## src/slc_defines.vh

```
// Constants for the sleep controller: mode codes, wake and clock counts.
// Assumes inclusion by bare name from the sleep controller design file.
// How it works
// - Forced oscillator stays powered in every mode
// - Gate opens after four cycles of synchronised request
// - Forced oscillator output gated without request
// - One active mode, three sleep modes
// - Sleep halts CPU; wake on irq/reset/break
// - Interrupt wake runs handler, then resumes
// - Reset in sleep restarts from reset vector
// - Register, SRAM, peripheral contents kept
// - Debug break wakes regardless of interrupts
// - No enabled interrupt: only reset or debug break wakes
// - Idle stops CPU clock, all irqs wake
// - Standby wakes: pin, TWI, TCB, PIT always; SOF, RTC, ADCW by run bits
// - Standby RTC/ADC alive only with run bit; watchdog, PIT always
// - ADC sleepwalks in standby without waking CPU
// - Power-down keeps watchdog, periodic timer only
// - Controller clocked by peripheral clock
// - Mode codes: idle 0, standby 1, power-down 2
// - Wake takes six cycles plus oscillator start
// - Brown-out code 3 extends wake until ready
`ifndef SLC_DEFINES_VH
`define SLC_DEFINES_VH
`define SLC_MODE_IDLE 2'h0
`define SLC_MODE_STANDBY 2'h1
`define SLC_MODE_POWER_DOWN_MODE 2'h2
`define SLC_BOD_WAIT_CODE 2'h3
`define SLC_WAKE_CYCLES 4'h6
`define SLC_GATE_CYCLES 3'h4
`define SLC_OSC_START_NS 32'd1000
`define SLC_CLK_PERIOD_NS 32'd40
`define SLC_WAKE_SRC_PIN 0
`define SLC_WAKE_SRC_TWI 1
`define SLC_WAKE_SRC_TCB 2
`define SLC_WAKE_SRC_SOF 3
`define SLC_WAKE_SRC_RTC 4
`define SLC_WAKE_SRC_ADCW 5
`define SLC_WAKE_SRC_PIT 6
`define SLC_WAKE_SRC_OTHER 7
`endif

```

## src/slc_sleep_controller.v

```verilog
// Sleep controller: mode entry, clock and oscillator enables, wake timing.
// Assumes a clock controller supplies SYS_CLK_IN as the peripheral clock
// and any system reset drives ARST_N_IN low.
`timescale 1ns/100ps
`default_nettype none
`include "slc_defines.vh"
module slc_sleep_controller (
   input wire SYS_CLK_IN,
   input wire ARST_N_IN,
   input wire SLEEP_ENABLE_IN,
   input wire [1:0] SLEEP_MODE_SELECT_IN,
   input wire SLEEP_INSTR_IN,
   input wire [7:0] IRQ_PENDING_IN,
   input wire [7:0] IRQ_ENABLE_IN,
   input wire GLOBAL_IRQ_ENABLE_IN,
   input wire DEBUG_BREAK_IN,
   input wire RTC_RUN_IN_STANDBY_IN,
   input wire ADC_RUN_IN_STANDBY_IN,
   input wire USART_RUN_IN_STANDBY_IN,
   input wire MAIN_OSC_FORCE_ON_IN,
   input wire RTC_OSC_FORCE_ON_IN,
   input wire MAIN_CLK_REQUEST_IN,
   input wire RTC_CLK_REQUEST_IN,
   input wire [1:0] BOD_ACTIVE_CFG_IN,
   input wire BOD_READY_IN,
   output reg CPU_HALT_OUT,
   output reg CPU_CLK_EN_OUT,
   output reg PERIPH_CLK_EN_OUT,
   output reg RTC_CLK_EN_OUT,
   output reg ADC_CLK_EN_OUT,
   output reg PIT_CLK_EN_OUT,
   output reg WDT_CLK_EN_OUT,
   output reg MAIN_OSC_POWER_OUT,
   output reg RTC_OSC_POWER_OUT,
   output reg WDT_OSC_POWER_OUT,
   output reg MAIN_CLK_GATE_OUT,
   output reg RTC_CLK_GATE_OUT,
   output reg WAKE_IRQ_OUT,
   output reg ASLEEP_OUT,
   output reg [1:0] SLEEP_STATE_OUT
);

   localparam [3:0] ST_ACTIVE = 4'h1;
   localparam [3:0] ST_SLEEP = 4'h2;
   localparam [3:0] ST_OSC = 4'h4;
   localparam [3:0] ST_WAKE = 4'h8;
   localparam [31:0] OSC_START_CYC =
      (`SLC_OSC_START_NS + `SLC_CLK_PERIOD_NS - 32'd1) / `SLC_CLK_PERIOD_NS;

   // Two-flop synchronisers for the asynchronous wake and status inputs
   wire [10:0] async_raw;
   reg [10:0] sync1_reg;
   reg [10:0] sync2_reg;
   assign async_raw = {BOD_READY_IN, DEBUG_BREAK_IN, IRQ_PENDING_IN,
                       MAIN_CLK_REQUEST_IN};
   always @(posedge SYS_CLK_IN or negedge ARST_N_IN) begin
      if (!ARST_N_IN) begin
         sync1_reg <= 11'h000;
         sync2_reg <= 11'h000;
      end else begin
         sync1_reg <= async_raw;
         sync2_reg <= sync1_reg;
      end
   end
   wire bod_ready_s = sync2_reg[10];
   wire dbg_break_s = sync2_reg[9];
   wire [7:0] irq_s = sync2_reg[8:1];
   wire main_req_s = sync2_reg[0];

   // Which wake sources are honoured in a given mode
   function [7:0] wake_mask;
      input [1:0] mode;
      input rtc_rs;
      input adc_rs;
      input usart_rs;
      begin
         wake_mask = 8'h00;
         case (mode)
            `SLC_MODE_IDLE: wake_mask = 8'hff;
            `SLC_MODE_STANDBY: begin
               wake_mask[`SLC_WAKE_SRC_PIN] = 1'b1;
               wake_mask[`SLC_WAKE_SRC_TWI] = 1'b1;
               wake_mask[`SLC_WAKE_SRC_TCB] = 1'b1;
               wake_mask[`SLC_WAKE_SRC_PIT] = 1'b1;
               wake_mask[`SLC_WAKE_SRC_SOF] = usart_rs;
               wake_mask[`SLC_WAKE_SRC_RTC] = rtc_rs;
               wake_mask[`SLC_WAKE_SRC_ADCW] = adc_rs;
            end
            `SLC_MODE_POWER_DOWN_MODE: begin
               wake_mask[`SLC_WAKE_SRC_PIN] = 1'b1;
               wake_mask[`SLC_WAKE_SRC_TWI] = 1'b1;
            end
            default: wake_mask = 8'h00;
         endcase
      end
   endfunction

   // Clock domain alive while asleep: always in idle, by run bit in standby
   function domain_on;
      input asleep;
      input [1:0] mode;
      input run_bit;
      begin
         domain_on = !asleep || (mode == `SLC_MODE_IDLE) ||
            ((mode == `SLC_MODE_STANDBY) && run_bit);
      end
   endfunction

   // Main oscillator kept while asleep: idle, forced on, or a standby user
   function main_osc_kept;
      input [1:0] mode;
      input force_on;
      input rtc_rs;
      input adc_rs;
      begin
         case (mode)
            `SLC_MODE_IDLE: main_osc_kept = 1'b1;
            `SLC_MODE_STANDBY: main_osc_kept = force_on || rtc_rs || adc_rs;
            default: main_osc_kept = force_on;
         endcase
      end
   endfunction

   reg [3:0] state_reg;
   reg [3:0] state_next;
   reg [1:0] mode_reg;
   reg [1:0] mode_next;
   reg [31:0] cnt_reg;
   reg [31:0] cnt_next;
   reg main_was_off_reg;
   reg main_was_off_next;

   wire mode_ok = (SLEEP_MODE_SELECT_IN == `SLC_MODE_IDLE) ||
                  (SLEEP_MODE_SELECT_IN == `SLC_MODE_STANDBY) ||
                  (SLEEP_MODE_SELECT_IN == `SLC_MODE_POWER_DOWN_MODE);
   wire [7:0] wake_hits = irq_s & IRQ_ENABLE_IN &
      wake_mask(mode_reg, RTC_RUN_IN_STANDBY_IN, ADC_RUN_IN_STANDBY_IN,
                USART_RUN_IN_STANDBY_IN);
   // Without global enable no interrupt can wake; only reset or a debug break then helps
   wire irq_wake = GLOBAL_IRQ_ENABLE_IN && (|wake_hits);
   wire bod_wait = (BOD_ACTIVE_CFG_IN == `SLC_BOD_WAIT_CODE);
   // A forced-on oscillator needs no start-up wait, even in power-down
   wire main_alive_sleep = main_osc_kept(mode_reg, MAIN_OSC_FORCE_ON_IN,
      RTC_RUN_IN_STANDBY_IN, ADC_RUN_IN_STANDBY_IN);

   always @* begin
      state_next = state_reg;
      mode_next = mode_reg;
      cnt_next = cnt_reg;
      main_was_off_next = main_was_off_reg;
      case (state_reg)
         ST_ACTIVE: begin
            // Sleep with enable clear, or a reserved code, acts as a no-op
            if (SLEEP_INSTR_IN && SLEEP_ENABLE_IN && mode_ok) begin
               state_next = ST_SLEEP;
               mode_next = SLEEP_MODE_SELECT_IN;
            end
         end
         ST_SLEEP: begin
            if (irq_wake || dbg_break_s) begin
               main_was_off_next = !main_alive_sleep;
               if (!main_alive_sleep) begin
                  state_next = ST_OSC;
                  cnt_next = OSC_START_CYC;
               end else begin
                  state_next = ST_WAKE;
                  cnt_next = {28'h0000000, `SLC_WAKE_CYCLES};
               end
            end
         end
         ST_OSC: begin
            if (cnt_reg <= 32'd1) begin
               state_next = ST_WAKE;
               cnt_next = {28'h0000000, `SLC_WAKE_CYCLES};
            end else begin
               cnt_next = cnt_reg - 32'd1;
            end
         end
         ST_WAKE: begin
            if (cnt_reg > 32'd1) begin
               cnt_next = cnt_reg - 32'd1;
            end else if (!bod_wait || bod_ready_s) begin
               state_next = ST_ACTIVE;
               cnt_next = 32'd0;
            end
         end
         default: state_next = ST_ACTIVE;
      endcase
   end

   always @(posedge SYS_CLK_IN or negedge ARST_N_IN) begin
      if (!ARST_N_IN) begin
         state_reg <= ST_ACTIVE;
         mode_reg <= `SLC_MODE_IDLE;
         cnt_reg <= 32'd0;
         main_was_off_reg <= 1'b0;
      end else begin
         state_reg <= state_next;
         mode_reg <= mode_next;
         cnt_reg <= cnt_next;
         main_was_off_reg <= main_was_off_next;
      end
   end

   // Clock gates: four cycles of continuous request before opening
   reg [1:0] rtc_req_sync_reg;
   wire sleeping = (state_reg == ST_SLEEP) || (state_reg == ST_OSC);
   wire main_osc_on = MAIN_OSC_FORCE_ON_IN || !sleeping ||
                      main_alive_sleep;
   wire rtc_osc_on = RTC_OSC_FORCE_ON_IN ||
      domain_on(sleeping, mode_reg, RTC_RUN_IN_STANDBY_IN);
   wire [1:0] gate_req;
   wire [1:0] gate_osc_on;
   wire [5:0] gate_cnt;
   assign gate_req = {rtc_req_sync_reg[1], main_req_s};
   assign gate_osc_on = {rtc_osc_on, main_osc_on};
   always @(posedge SYS_CLK_IN or negedge ARST_N_IN) begin
      if (!ARST_N_IN) begin
         rtc_req_sync_reg <= 2'h0;
      end else begin
         rtc_req_sync_reg <= {rtc_req_sync_reg[0], RTC_CLK_REQUEST_IN};
      end
   end
   // No request, no output, even with the oscillator forced on
   genvar g;
   generate
      for (g = 0; g < 2; g = g + 1) begin : g_gate
         reg [2:0] cnt_reg;
         always @(posedge SYS_CLK_IN or negedge ARST_N_IN) begin
            if (!ARST_N_IN) begin
               cnt_reg <= 3'h0;
            end else if (!gate_req[g] || !gate_osc_on[g]) begin
               cnt_reg <= 3'h0;
            end else if (cnt_reg != `SLC_GATE_CYCLES) begin
               cnt_reg <= cnt_reg + 3'h1;
            end
         end
         assign gate_cnt[3*g+2:3*g] = cnt_reg;
      end
   endgenerate

   reg cpu_halt_next;
   reg cpu_clk_en_next;
   reg periph_clk_en_next;
   reg rtc_clk_en_next;
   reg adc_clk_en_next;
   reg pit_clk_en_next;
   reg wdt_clk_en_next;
   reg main_osc_power_next;
   reg rtc_osc_power_next;
   reg wdt_osc_power_next;
   reg main_clk_gate_next;
   reg rtc_clk_gate_next;
   reg wake_irq_next;
   reg asleep_next;
   reg [1:0] sleep_state_next;

   // Next values of the registered outputs
   always @* begin
      cpu_halt_next = 1'b1;
      cpu_clk_en_next = 1'b0;
      asleep_next = 1'b1;
      case (state_next)
         ST_ACTIVE: begin
            cpu_halt_next = 1'b0;
            cpu_clk_en_next = 1'b1;
            asleep_next = 1'b0;
         end
         default: begin
            cpu_halt_next = 1'b1;
            cpu_clk_en_next = 1'b0;
            asleep_next = 1'b1;
         end
      endcase
      periph_clk_en_next = domain_on(sleeping, mode_reg, 1'b0);
      rtc_clk_en_next = domain_on(sleeping, mode_reg, RTC_RUN_IN_STANDBY_IN);
      // ADC keeps its clock for sleepwalking; CPU stays halted
      adc_clk_en_next = domain_on(sleeping, mode_reg,
                                  ADC_RUN_IN_STANDBY_IN);
      // Watchdog, periodic timer and their oscillator never stop
      pit_clk_en_next = 1'b1;
      wdt_clk_en_next = 1'b1;
      wdt_osc_power_next = 1'b1;
      main_osc_power_next = main_osc_on;
      rtc_osc_power_next = rtc_osc_on;
      main_clk_gate_next = (gate_cnt[2:0] == `SLC_GATE_CYCLES);
      rtc_clk_gate_next = (gate_cnt[5:3] == `SLC_GATE_CYCLES);
      // Pulse on return so the handler runs before the next instruction
      wake_irq_next = (state_reg == ST_WAKE) &&
                      (state_next == ST_ACTIVE) && !dbg_break_s;
      sleep_state_next = mode_next;
   end

   // Registered outputs; clock gating only, so state is never lost
   always @(posedge SYS_CLK_IN or negedge ARST_N_IN) begin
      if (!ARST_N_IN) begin
         CPU_HALT_OUT <= 1'b0;
         CPU_CLK_EN_OUT <= 1'b1;
         PERIPH_CLK_EN_OUT <= 1'b1;
         RTC_CLK_EN_OUT <= 1'b1;
         ADC_CLK_EN_OUT <= 1'b1;
         PIT_CLK_EN_OUT <= 1'b1;
         WDT_CLK_EN_OUT <= 1'b1;
         MAIN_OSC_POWER_OUT <= 1'b1;
         RTC_OSC_POWER_OUT <= 1'b1;
         WDT_OSC_POWER_OUT <= 1'b1;
         MAIN_CLK_GATE_OUT <= 1'b0;
         RTC_CLK_GATE_OUT <= 1'b0;
         WAKE_IRQ_OUT <= 1'b0;
         ASLEEP_OUT <= 1'b0;
         SLEEP_STATE_OUT <= 2'h0;
      end else begin
         CPU_HALT_OUT <= cpu_halt_next;
         CPU_CLK_EN_OUT <= cpu_clk_en_next;
         PERIPH_CLK_EN_OUT <= periph_clk_en_next;
         RTC_CLK_EN_OUT <= rtc_clk_en_next;
         ADC_CLK_EN_OUT <= adc_clk_en_next;
         PIT_CLK_EN_OUT <= pit_clk_en_next;
         WDT_CLK_EN_OUT <= wdt_clk_en_next;
         MAIN_OSC_POWER_OUT <= main_osc_power_next;
         RTC_OSC_POWER_OUT <= rtc_osc_power_next;
         WDT_OSC_POWER_OUT <= wdt_osc_power_next;
         MAIN_CLK_GATE_OUT <= main_clk_gate_next;
         RTC_CLK_GATE_OUT <= rtc_clk_gate_next;
         WAKE_IRQ_OUT <= wake_irq_next;
         ASLEEP_OUT <= asleep_next;
         SLEEP_STATE_OUT <= sleep_state_next;
      end
   end

endmodule // slc_sleep_controller
`default_nettype wire

```

## config.mk

```make
export PLATFORM = sky130hd
export DESIGN_NAME = slc_sleep_controller
export DESIGN_NICKNAME = d
export VERILOG_FILES = /design/src/slc_sleep_controller.v
export VERILOG_INCLUDE_DIRS = /design/src
export SDC_FILE = /design/constraint.sdc
export NUM_CORES = 1
export LEC_CHECK = 0
export ABC_AREA = 1
export BUFFER_PORTS_ARGS = -buffer_cell sky130_fd_sc_hd__buf_2
export CORE_UTILIZATION = 58
export DETAILED_ROUTE_END_ITERATION = 16
export PLACE_DENSITY = 0.8
export SLEW_MARGIN = 20
export SYNTH_ARGS = -nofsm -noshare
export SYNTH_HDL_FRONTEND = slang
export SYNTH_SLANG_ARGS = --single-unit
```

## constraint.sdc

```tcl
create_clock -name SYS_CLK_IN -period 2.5 [get_ports SYS_CLK_IN]
set_input_delay 0.5 -clock SYS_CLK_IN [delete_from_list [all_inputs] [get_ports SYS_CLK_IN]]
set_output_delay 0.5 -clock SYS_CLK_IN [all_outputs]
set_load 0.03 [all_outputs]
```

==> results.md, run 1 <==
- Status: finished, final reports clean
- Number of DRC markers in iteration 0: 249
- Final Hold Violating Endpoints: 0
- # DRC: 0
- Most frequent cells in the layout: 180 x nand2_1, 102 x nor2_1, 71 x dfrtp_1
- Syn. warnings: 0
- Fin crit period: 2.11 ns
- TritonCTS clock tree: yes
- CP Capture Type: flop
- Reg2Reg Depth: 11
- R2R Path Start: cnt_reg[0]
- Post-Route WL: 9.11 mm
- Via count: 3531
- Post-DP HPWL: 6.73 mm
- Die area: 7500 um^2
- CTS buffer count: 9
- Largest net degree at the start of global routing: 40
- Register area: 1960 um^2
- Tot GR Track Use: 27.0%
- Skew-Pair Late Insertion Delay: 0.37 ns
- Avg Cell Area, Syn: 7.67 um^2
- Worst path required time: 2.81 ns
- Final cycle utilization of the critical path: 84.3%
- Static Leak: 2.50 nW
- Clock Skews: 0.00545 ns
- Ant. Diodes: 0
- I/O pins: 50
- Port Buffers: 46
- Final antenna-violating net count: 0
- Peak supply drop: 0.750 mV
- Number of global-route vias before repair: 3463
- Uppermost layer routed: met4
- Most common cell after layout, fill and taps aside: nand2_1
- Max-slew violations: 0
- First-pass iteration count of the detailed router: 5
- Post-CTS Setup Bufs: 0
- Maximum clock frequency: 475 MHz
- Initial core utilization: 60.4%
- Placeable Area: 6870 um^2
- Clock buffer depth: 2
- Min-Delay Path Class: input port to async pin
- Max-Cap Viols: 0
- Placed Instances: 677
- Final Total Pwr: 0.00561 W
- Arrival time worst endpoint: 2.41 ns
- FP Rows: 30
- Non-filler instance count after layout: 693
- WL/cell: 13.1 um
- Setup_tns: 0 ns
- Clk slew on worst S/H paths: 0.09 ns
- Sequential area share after synthesis: 47.2%
- Pwr/cell area: 1210 nW/um^2
- Area occupied by multi-input gates: 1930 um^2
- DR WL met2: 4.34 mm
- Gr ovfl total: 0
- Type of the worst setup path: flop to flop
- Die height: 86.6 um
- CTS Sinks: 78
- Worst Setup Start Kind: flop
- Gpl congestion: 0.940
- Initial antenna violation count: 0
- Pre-CTS setup slack: 0.442 ns
- FF-to-FF End: cnt_reg[6]
- Root Driver: clkbuf_8
- Cell area after synthesis: 4150 um^2
- Largest register FFs: 32
- P&R area growth vs syn: 11.6%
- Fillers: 582
- Cells after Synth: 541
- Reg2Reg Setup Slack: 0.39 ns
- Setup slack after layout: 0.394 ns
- Distinct cells, synth: 32
- Die Wd: 86.6 um
- H-tree depth: 3
- Post-CTS Hold Buffers: 0
- Fin nets: 632
- Vias per cell: 5.10
- FF+latch count, synth: 78
- Share of cells above drive strength 1: 16.1%
- Final Util: 67.4%
- Met1 Wirelength: 4.21 mm
- Worst-path maximum fanout: 19
- Final setup viols: 0
- DR WL met3: 451 um
- RSZ-0062 raised after global routing: no
- First-pass GRT wire length: 15.6 mm
- # resized after CTS: 0
==> stage by stage <==
stage	hold WS, ns	area (um^2)
global route	0.121	4630
floorplan	0.204	4160
finish	0.0843	4630
global placement	0.332	4450
CTS	0.0987	4630
detailed placement	0.335	4450
==> kinds of logic (layout without fill, tap and decap cells) <==
family | Yosys count | in the layout | synth area share, %
AND/OR/NAND/NOR | 328 | 328 | 32.6
flip-flops | 78 | 78 | 47.2
buffers and inverters | 56 | 110 | 6.51
AO/OA/AOI/OAI | 48 | 48 | 6.69
XOR/XNOR | 24 | 24 | 5.06
adder cells (fa/ha/maj) | 6 | 6 | 1.81
other | 1 | 3 | 0.0904
==> critical path: stages, from the launching register on <==
cell and delay, ns:
dfrtp_1 0.43, inv_1 0.13, ha_1 0.31, nand3_2 0.13, nand2_1 0.08, nand2_1 0.07, o21ai_2 0.18, nand2_1 0.11
nand2_4 0.20, buf_4 0.25, nand2_1 0.08, nand2_1 0.07
==> worst max path at each step <==
| stage | start | slack (ns) | to |
|---|---|---|---|
| after global routing | cnt_reg[0] | 0.20 | cnt_reg[14] |
| after CTS | cnt_reg[0] | 0.41 | cnt_reg[13] |
| after global placement | cnt_reg[0] | 0.55 | cnt_reg[31] |
| final | cnt_reg[0] | 0.39 | cnt_reg[6] |
| after floorplan | cnt_reg[0] | 0.75 | cnt_reg[7] |
| after detailed placement | cnt_reg[0] | 0.44 | cnt_reg[6] |
==> metal layers <==
metal	global-route usage, %	vias to the layer above
li1	-	1768
met1	35.2	1635
met2	45.4	112
met3	6.00	16
met4	8.03	0
met5	0	-
==> synthesized netlist by cell type <==
cell type	instances	share of area, %
nand2_1	180	16
nor2_2	2	0.30
o21ai_2	1	0.21
nand2_4	1	0.27
buf_4	6	1.1
and2_1	1	0.15
o21ai_0	28	3.4
conb_1	1	0.090
nor3b_1	1	0.18
nand3_1	24	2.9
inv_2	3	0.27
dfstp_2	7	4.4
nor3_1	3	0.36
xor2_1	17	3.6
o211ai_1	2	0.36
inv_1	38	3.4
xnor2_1	7	1.5
o21ai_1	5	0.60
o21bai_1	6	1.1
a21oi_1	5	0.60
nand4_1	2	0.30
buf_6	5	1.4
ha_1	6	1.8
nand2_2	3	0.45
clkbuf_1	4	0.36
nor2_4	3	0.81
a21boi_4	1	0.45
nand3_2	2	0.48
dfrtp_1	71	43
or2_2	1	0.15
nor3_2	3	0.72
nor2_1	102	9.2
==> report_power, final <==
| part | switching (W) | internal (W) |
|---|---|---|
| logic | 0.00178 | 0.000935 |
| clock network | 0.000533 | 0.000385 |
| registers | 0.000380 | 0.00159 |
==> layout make-up <==
cell class | count | share of cell area [%]
timing repair buffer | 53 | 6.16
multi-input combinational | 409 | 41.6
clock buffer | 9 | 2.67
sequential | 78 | 42.3
clock inverter | 7 | 1.35
inverter | 41 | 3.32
tap | 96 | 2.59
Power figures use the tool's default switching activity.
==> run 2: changes to the inputs <==
==> constraint.sdc (replaced) <==
create_clock -name SYS_CLK_IN -period 2.1 [get_ports SYS_CLK_IN]
set_input_delay 0.42 -clock SYS_CLK_IN [delete_from_list [all_inputs] [get_ports SYS_CLK_IN]]
set_output_delay 0.42 -clock SYS_CLK_IN [all_outputs]
set_load 0.03 [all_outputs]
==> run 2 against run 1 <==
Fmax increased by 11%. Non-clock buffer count increased by 2. Cell count increased by 0.29%. Largest cell class unchanged. Critical path depth unchanged. First-iteration DRC count increased by 0.40%. Flip-flop and latch count unchanged. Via count increased by 0.23%.
==> results.md, run 2 (synthesized netlist as in run 1, its figures left out) <==
- Status: finished, final reports clean
- Final setup viols: 0
- Initial core utilization: 60.4%
- Largest register FFs: 32
- Placeable Area: 6870 um^2
- Port Buffers: 46
- First-pass iteration count of the detailed router: 5
- # DRC: 0
- Clk slew on worst S/H paths: 0.09 ns
- Tot GR Track Use: 27.3%
- First-pass GRT wire length: 15.7 mm
- Max-Cap Viols: 0
- Ant. Diodes: 0
- FP Rows: 30
- Max-slew violations: 0
- Worst path required time: 2.39 ns
- Number of global-route vias before repair: 3546
- RSZ-0062 raised after global routing: no
- Skew-Pair Late Insertion Delay: 0.36 ns
- Fin nets: 634
- Static Leak: 2.52 nW
- I/O pins: 50
- Initial antenna violation count: 0
- Vias per cell: 5.09
- Clock buffer depth: 2
- H-tree depth: 3
- Arrival time worst endpoint: 2.19 ns
- Hold_ws: 0.161 ns
- Worst Setup Start Kind: flop
- Final antenna-violating net count: 0
- Pre-CTS setup slack: 0.191 ns
- Clock Skews: 0.00942 ns
- Fin crit period: 1.90 ns
- Via count: 3539
- Area occupied by multi-input gates: 1930 um^2
- Setup_tns: 0 ns
- Most common cell after layout, fill and taps aside: nand2_1
- WL/cell: 12.9 um
- CTS Sinks: 78
- Pwr/cell area: 1430 nW/um^2
- Final cycle utilization of the critical path: 90.2%
- Share of cells above drive strength 1: 16.2%
- Gr ovfl total: 0
- CTS buffer count: 9
- Min-Delay Path Class: input port to flop
- Die Wd: 86.6 um
- TritonCTS clock tree: yes
- Die height: 86.6 um
- Final Hold Violating Endpoints: 0
- Die area: 7500 um^2
- Largest net degree at the start of global routing: 43
- Worst-path maximum fanout: 15
- Maximum clock frequency: 528 MHz
- Post-Route WL: 8.95 mm
- P&R area growth vs syn: 13.0%
- Root Driver: clkbuf_8
- Type of the worst setup path: flop to flop
- Most frequent cells in the layout: 180 x nand2_1, 102 x nor2_1, 71 x dfrtp_1
- Register area: 1960 um^2
- Number of DRC markers in iteration 0: 250
- Peak supply drop: 0.831 mV
- Post-DP HPWL: 6.68 mm
- Setup slack after layout: 0.205 ns
- CP Capture Type: flop
- Fillers: 593
- Gpl congestion: 0.959
==> run 2: through the flow <==
step	total power [W]	util, %	area (um^2)	instances
detailed placement	0.00555	65.2	4480	678
global route	0.00731	68.3	4690	695
global placement	0.00547	65.2	4480	678
finish	0.00673	68.3	4690	695
floorplan	0.00480	-	4160	543
CTS	0.00671	68.3	4690	695
==> run 2: cell type report <==
cell class	instances	area share, %
Clock buffer	10	2.72
Timing Repair Buffer	55	6.99
Clock inverter	6	1.52
Tap cell	96	2.56
Multi-Input combinational cell	409	41.1
Inverter	41	3.28
Sequential cell	78	41.8
==> run 2: worst max-delay path, cell delays in order (launching register included) <==
cell	delay [ns]
dfrtp_1	0.42
inv_1	0.13
ha_2	0.26
nand3_2	0.12
nand2_1	0.08
nand2_1	0.07
o21ai_2	0.19
nand2_1	0.11
nand2_4	0.10
buf_4	0.21
nand2_1	0.08
nand2_1	0.07
==> run 2: report_power, final <==
group	leakage [nW]	switching, W	internal, W
clock	0.0935	0.000583	0.000560
combinational	1.44	0.00210	0.00114
sequential	0.979	0.000442	0.00190
total	2.52	0.00313	0.00360
==> run 2: repair_timing <==
item	CTS	global route
hold buffers	1	0
setup buffers	0	0
setup endpoints to repair	0	1
hold endpoints to repair	7	0
resized for setup	0	1
==> run 2: layer usage <==
metal	vias to the layer above	track usage (%)	part of all wire, %
met5	-	0	0
met2	96	44.8	48
met1	1643	35.9	46
met3	21	4.95	4.5
li1	1779	-	-
met4	0	11.1	2.2
==> run 2: worst paths after layout <==
path | start | endpoint | slack [ns] | cells past startpoint
min in group asynchronous | ARST_N_IN | g_gate[0].cnt_reg[2] | 0.43 | 2
min | IRQ_PENDING_IN[5] | sync1_reg[6] | 0.16 | 1
min reg2reg | sync1_reg[2] | sync2_reg[2] | 0.35 | 0
max | cnt_reg[0] | cnt_reg[10] | 0.20 | 11
max reg2reg | cnt_reg[0] | cnt_reg[10] | 0.20 | 11
max in group asynchronous | ARST_N_IN | state_reg[3] | 1.05 | 3
==> run 3: changes to the inputs <==
--- a/config.mk
+++ b/config.mk
@@ -8,9 +8,12 @@
 export LEC_CHECK = 0
 export ABC_AREA = 1
 export BUFFER_PORTS_ARGS = -buffer_cell sky130_fd_sc_hd__buf_2
+export CAP_MARGIN = 20
+export CORE_MARGIN = 10
 export CORE_UTILIZATION = 58
 export DETAILED_ROUTE_END_ITERATION = 16
 export PLACE_DENSITY = 0.8
+export SETUP_SLACK_MARGIN = 0.3
 export SLEW_MARGIN = 20
 export SYNTH_ARGS = -nofsm -noshare
 export SYNTH_HDL_FRONTEND = slang
==> run 3 against run 2 <==
Fmax up 4.2%. Clock skew down 0.00090 ns. Cell count up 3.2%. Critical endpoint is now cnt_reg[6]. Largest cell class is now multi-input combinational cells.
==> results.md, run 3 (synthesized netlist as in run 1, its figures left out) <==
- Status: finished, final reports clean
- Pwr/cell area: 1510 nW/um^2
- Post-CTS Hold Buffers: 0
- Worst path required time: 2.35 ns
- Clock buffer depth: 2
- Clk slew on worst S/H paths: 0.08 ns
- Die area: 10900 um^2
- Most common cell after layout, fill and taps aside: nand2_1
- Number of DRC markers in iteration 0: 293
- First-pass iteration count of the detailed router: 5
- Placeable Area: 6870 um^2
- Arrival time worst endpoint: 2.07 ns
- Post-DP HPWL: 7.39 mm
- Max-Cap Viols: 0
- Number of global-route vias before repair: 3625
- Worst-Margin Slew: 0.530 ns
- Gpl congestion: 0.975
- Worst-path maximum fanout: 8
- WL/cell: 15.5 um
- CTS buffer count: 9
- Reg2Reg Setup Slack: 0.28 ns
- Slew margin rel.: 64.7%
- Placed cell area: 4470 um^2
- Via count: 3832
- CP dominant cell by count: nand2_4
- FF-to-FF End: cnt_reg[6]
- Static Leak: 2.68 nW
- Die Wd: 105 um
- Crit-path cells: inv_4 -> ha_4 -> nand2_4 -> nor2_4 -> nand2_4 -> a21boi_4 -> clkbuf_16 -> nor2_1 -> o21ai_1 -> nand2_1
- CP max-delay cell: dfrtp_2
- Reg2Reg Depth: 10
- Final antenna-violating net count: 0
- Worst Setup Start Kind: flop
- Root Driver: clkbuf_8
- Setup slack after layout: 0.281 ns
- H-tree depth: 3
- # DRC: 0
- Fin nets: 656
- Final setup viols: 0
- Peak supply drop: 0.779 mV
- Area occupied by multi-input gates: 2090 um^2
- Pre-CTS setup slack: 0.137 ns
- Final Util: 74.3%
- Min-Delay Path Class: input port to async pin
- Maximum clock frequency: 550 MHz
- RSZ-0062 raised after global routing: yes
- CP max stage delay: 0.47 ns
- Type of the worst setup path: flop to flop
- Most frequent cells in the layout: 175 x nand2_1, 81 x nor2_1, 55 x dfrtp_1
- First-pass GRT wire length: 16.8 mm
- Largest net degree at the start of global routing: 43
- Clock Skews: 0.00852 ns
- Die height: 105 um
- Final Hold Violating Endpoints: 0
- I/O pins: 50
- Max-slew violations: 0
- Fin crit period: 1.82 ns
- Port Buffers: 46
- Fillers: 507
- R2R Path Start: cnt_reg[0]
- Delay-heaviest family, CP: flip-flops
- P&R area growth vs syn: 23.0%
- Gr ovfl total: 0
- Initial antenna violation count: 0
- Critical path buffer and inverter count: 2
- Register area: 1980 um^2
- Skew-Pair Late Insertion Delay: 0.36 ns
- Ant. Diodes: 0
- FP Rows: 30
- Post-Route WL: 11.1 mm
- CP Capture Type: flop
- Hold_ws: 0.0308 ns
- Final cycle utilization of the critical path: 86.6%
- TritonCTS clock tree: yes
- Setup_tns: 0 ns
- Post-route design area: 5100 um^2
- Tot GR Track Use: 18.3%
- CTS Sinks: 78
- Largest register FFs: 32
- Vias per cell: 5.34
- Initial core utilization: 60.4%
- Share of cells above drive strength 1: 27.2%
run 3: timing repair:
item	in CTS	in global routing
buffers inserted	1	18
pin swaps	1	17
setup endpoints to repair	32	36
cloned	0	3
gates resized for setup	8	79
run 3: area by class of cell:
class                      instances  area share (%)
inverter                          41            3.06
clock buffer                      11            2.77
tap                               96            2.35
multi-input combinational        409            40.9
timing repair buffer              77            10.5
sequential                        78            38.8
clock inverter                     5            1.59
run 3: per-stage QoR:
step                total power (W)  instances
CTS                         0.00694        696
global placement            0.00545        679
finish                      0.00770        717
global route                0.00824        717
detailed placement          0.00558        679
floorplan                   0.00480        543
run 3: worst max-delay path by stage:
stage | from | endpoint | slack [ns] | cells past startpoint
finish | cnt_reg[0] | cnt_reg[6] | 0.28 | 10
floorplan | cnt_reg[0] | cnt_reg[7] | 0.35 | 10
global route | cnt_reg[0] | cnt_reg[5] | 0.16 | 11
detailed placement | cnt_reg[0] | cnt_reg[31] | 0.14 | 10
CTS | cnt_reg[2] | cnt_reg[19] | 0.31 | 10
global placement | cnt_reg[0] | cnt_reg[31] | 0.20 | 10
run 3: layer usage:
metal	wire length, um	GRT usage (%)	vias to the layer above
li1	-	-	1832
met1	4460	21.6	1824
met2	5700	31.6	157
met3	763	5.47	19
met4	191	5.10	0
met5	0	0	-
run 3: report_power, final:
group	switching [W]	internal [W]	leakage, nW	total (W)
sequential	0.000534	0.00192	0.956	0.00246
clock	0.000569	0.000705	0.110	0.00127
combinational	0.00249	0.00148	1.61	0.00397
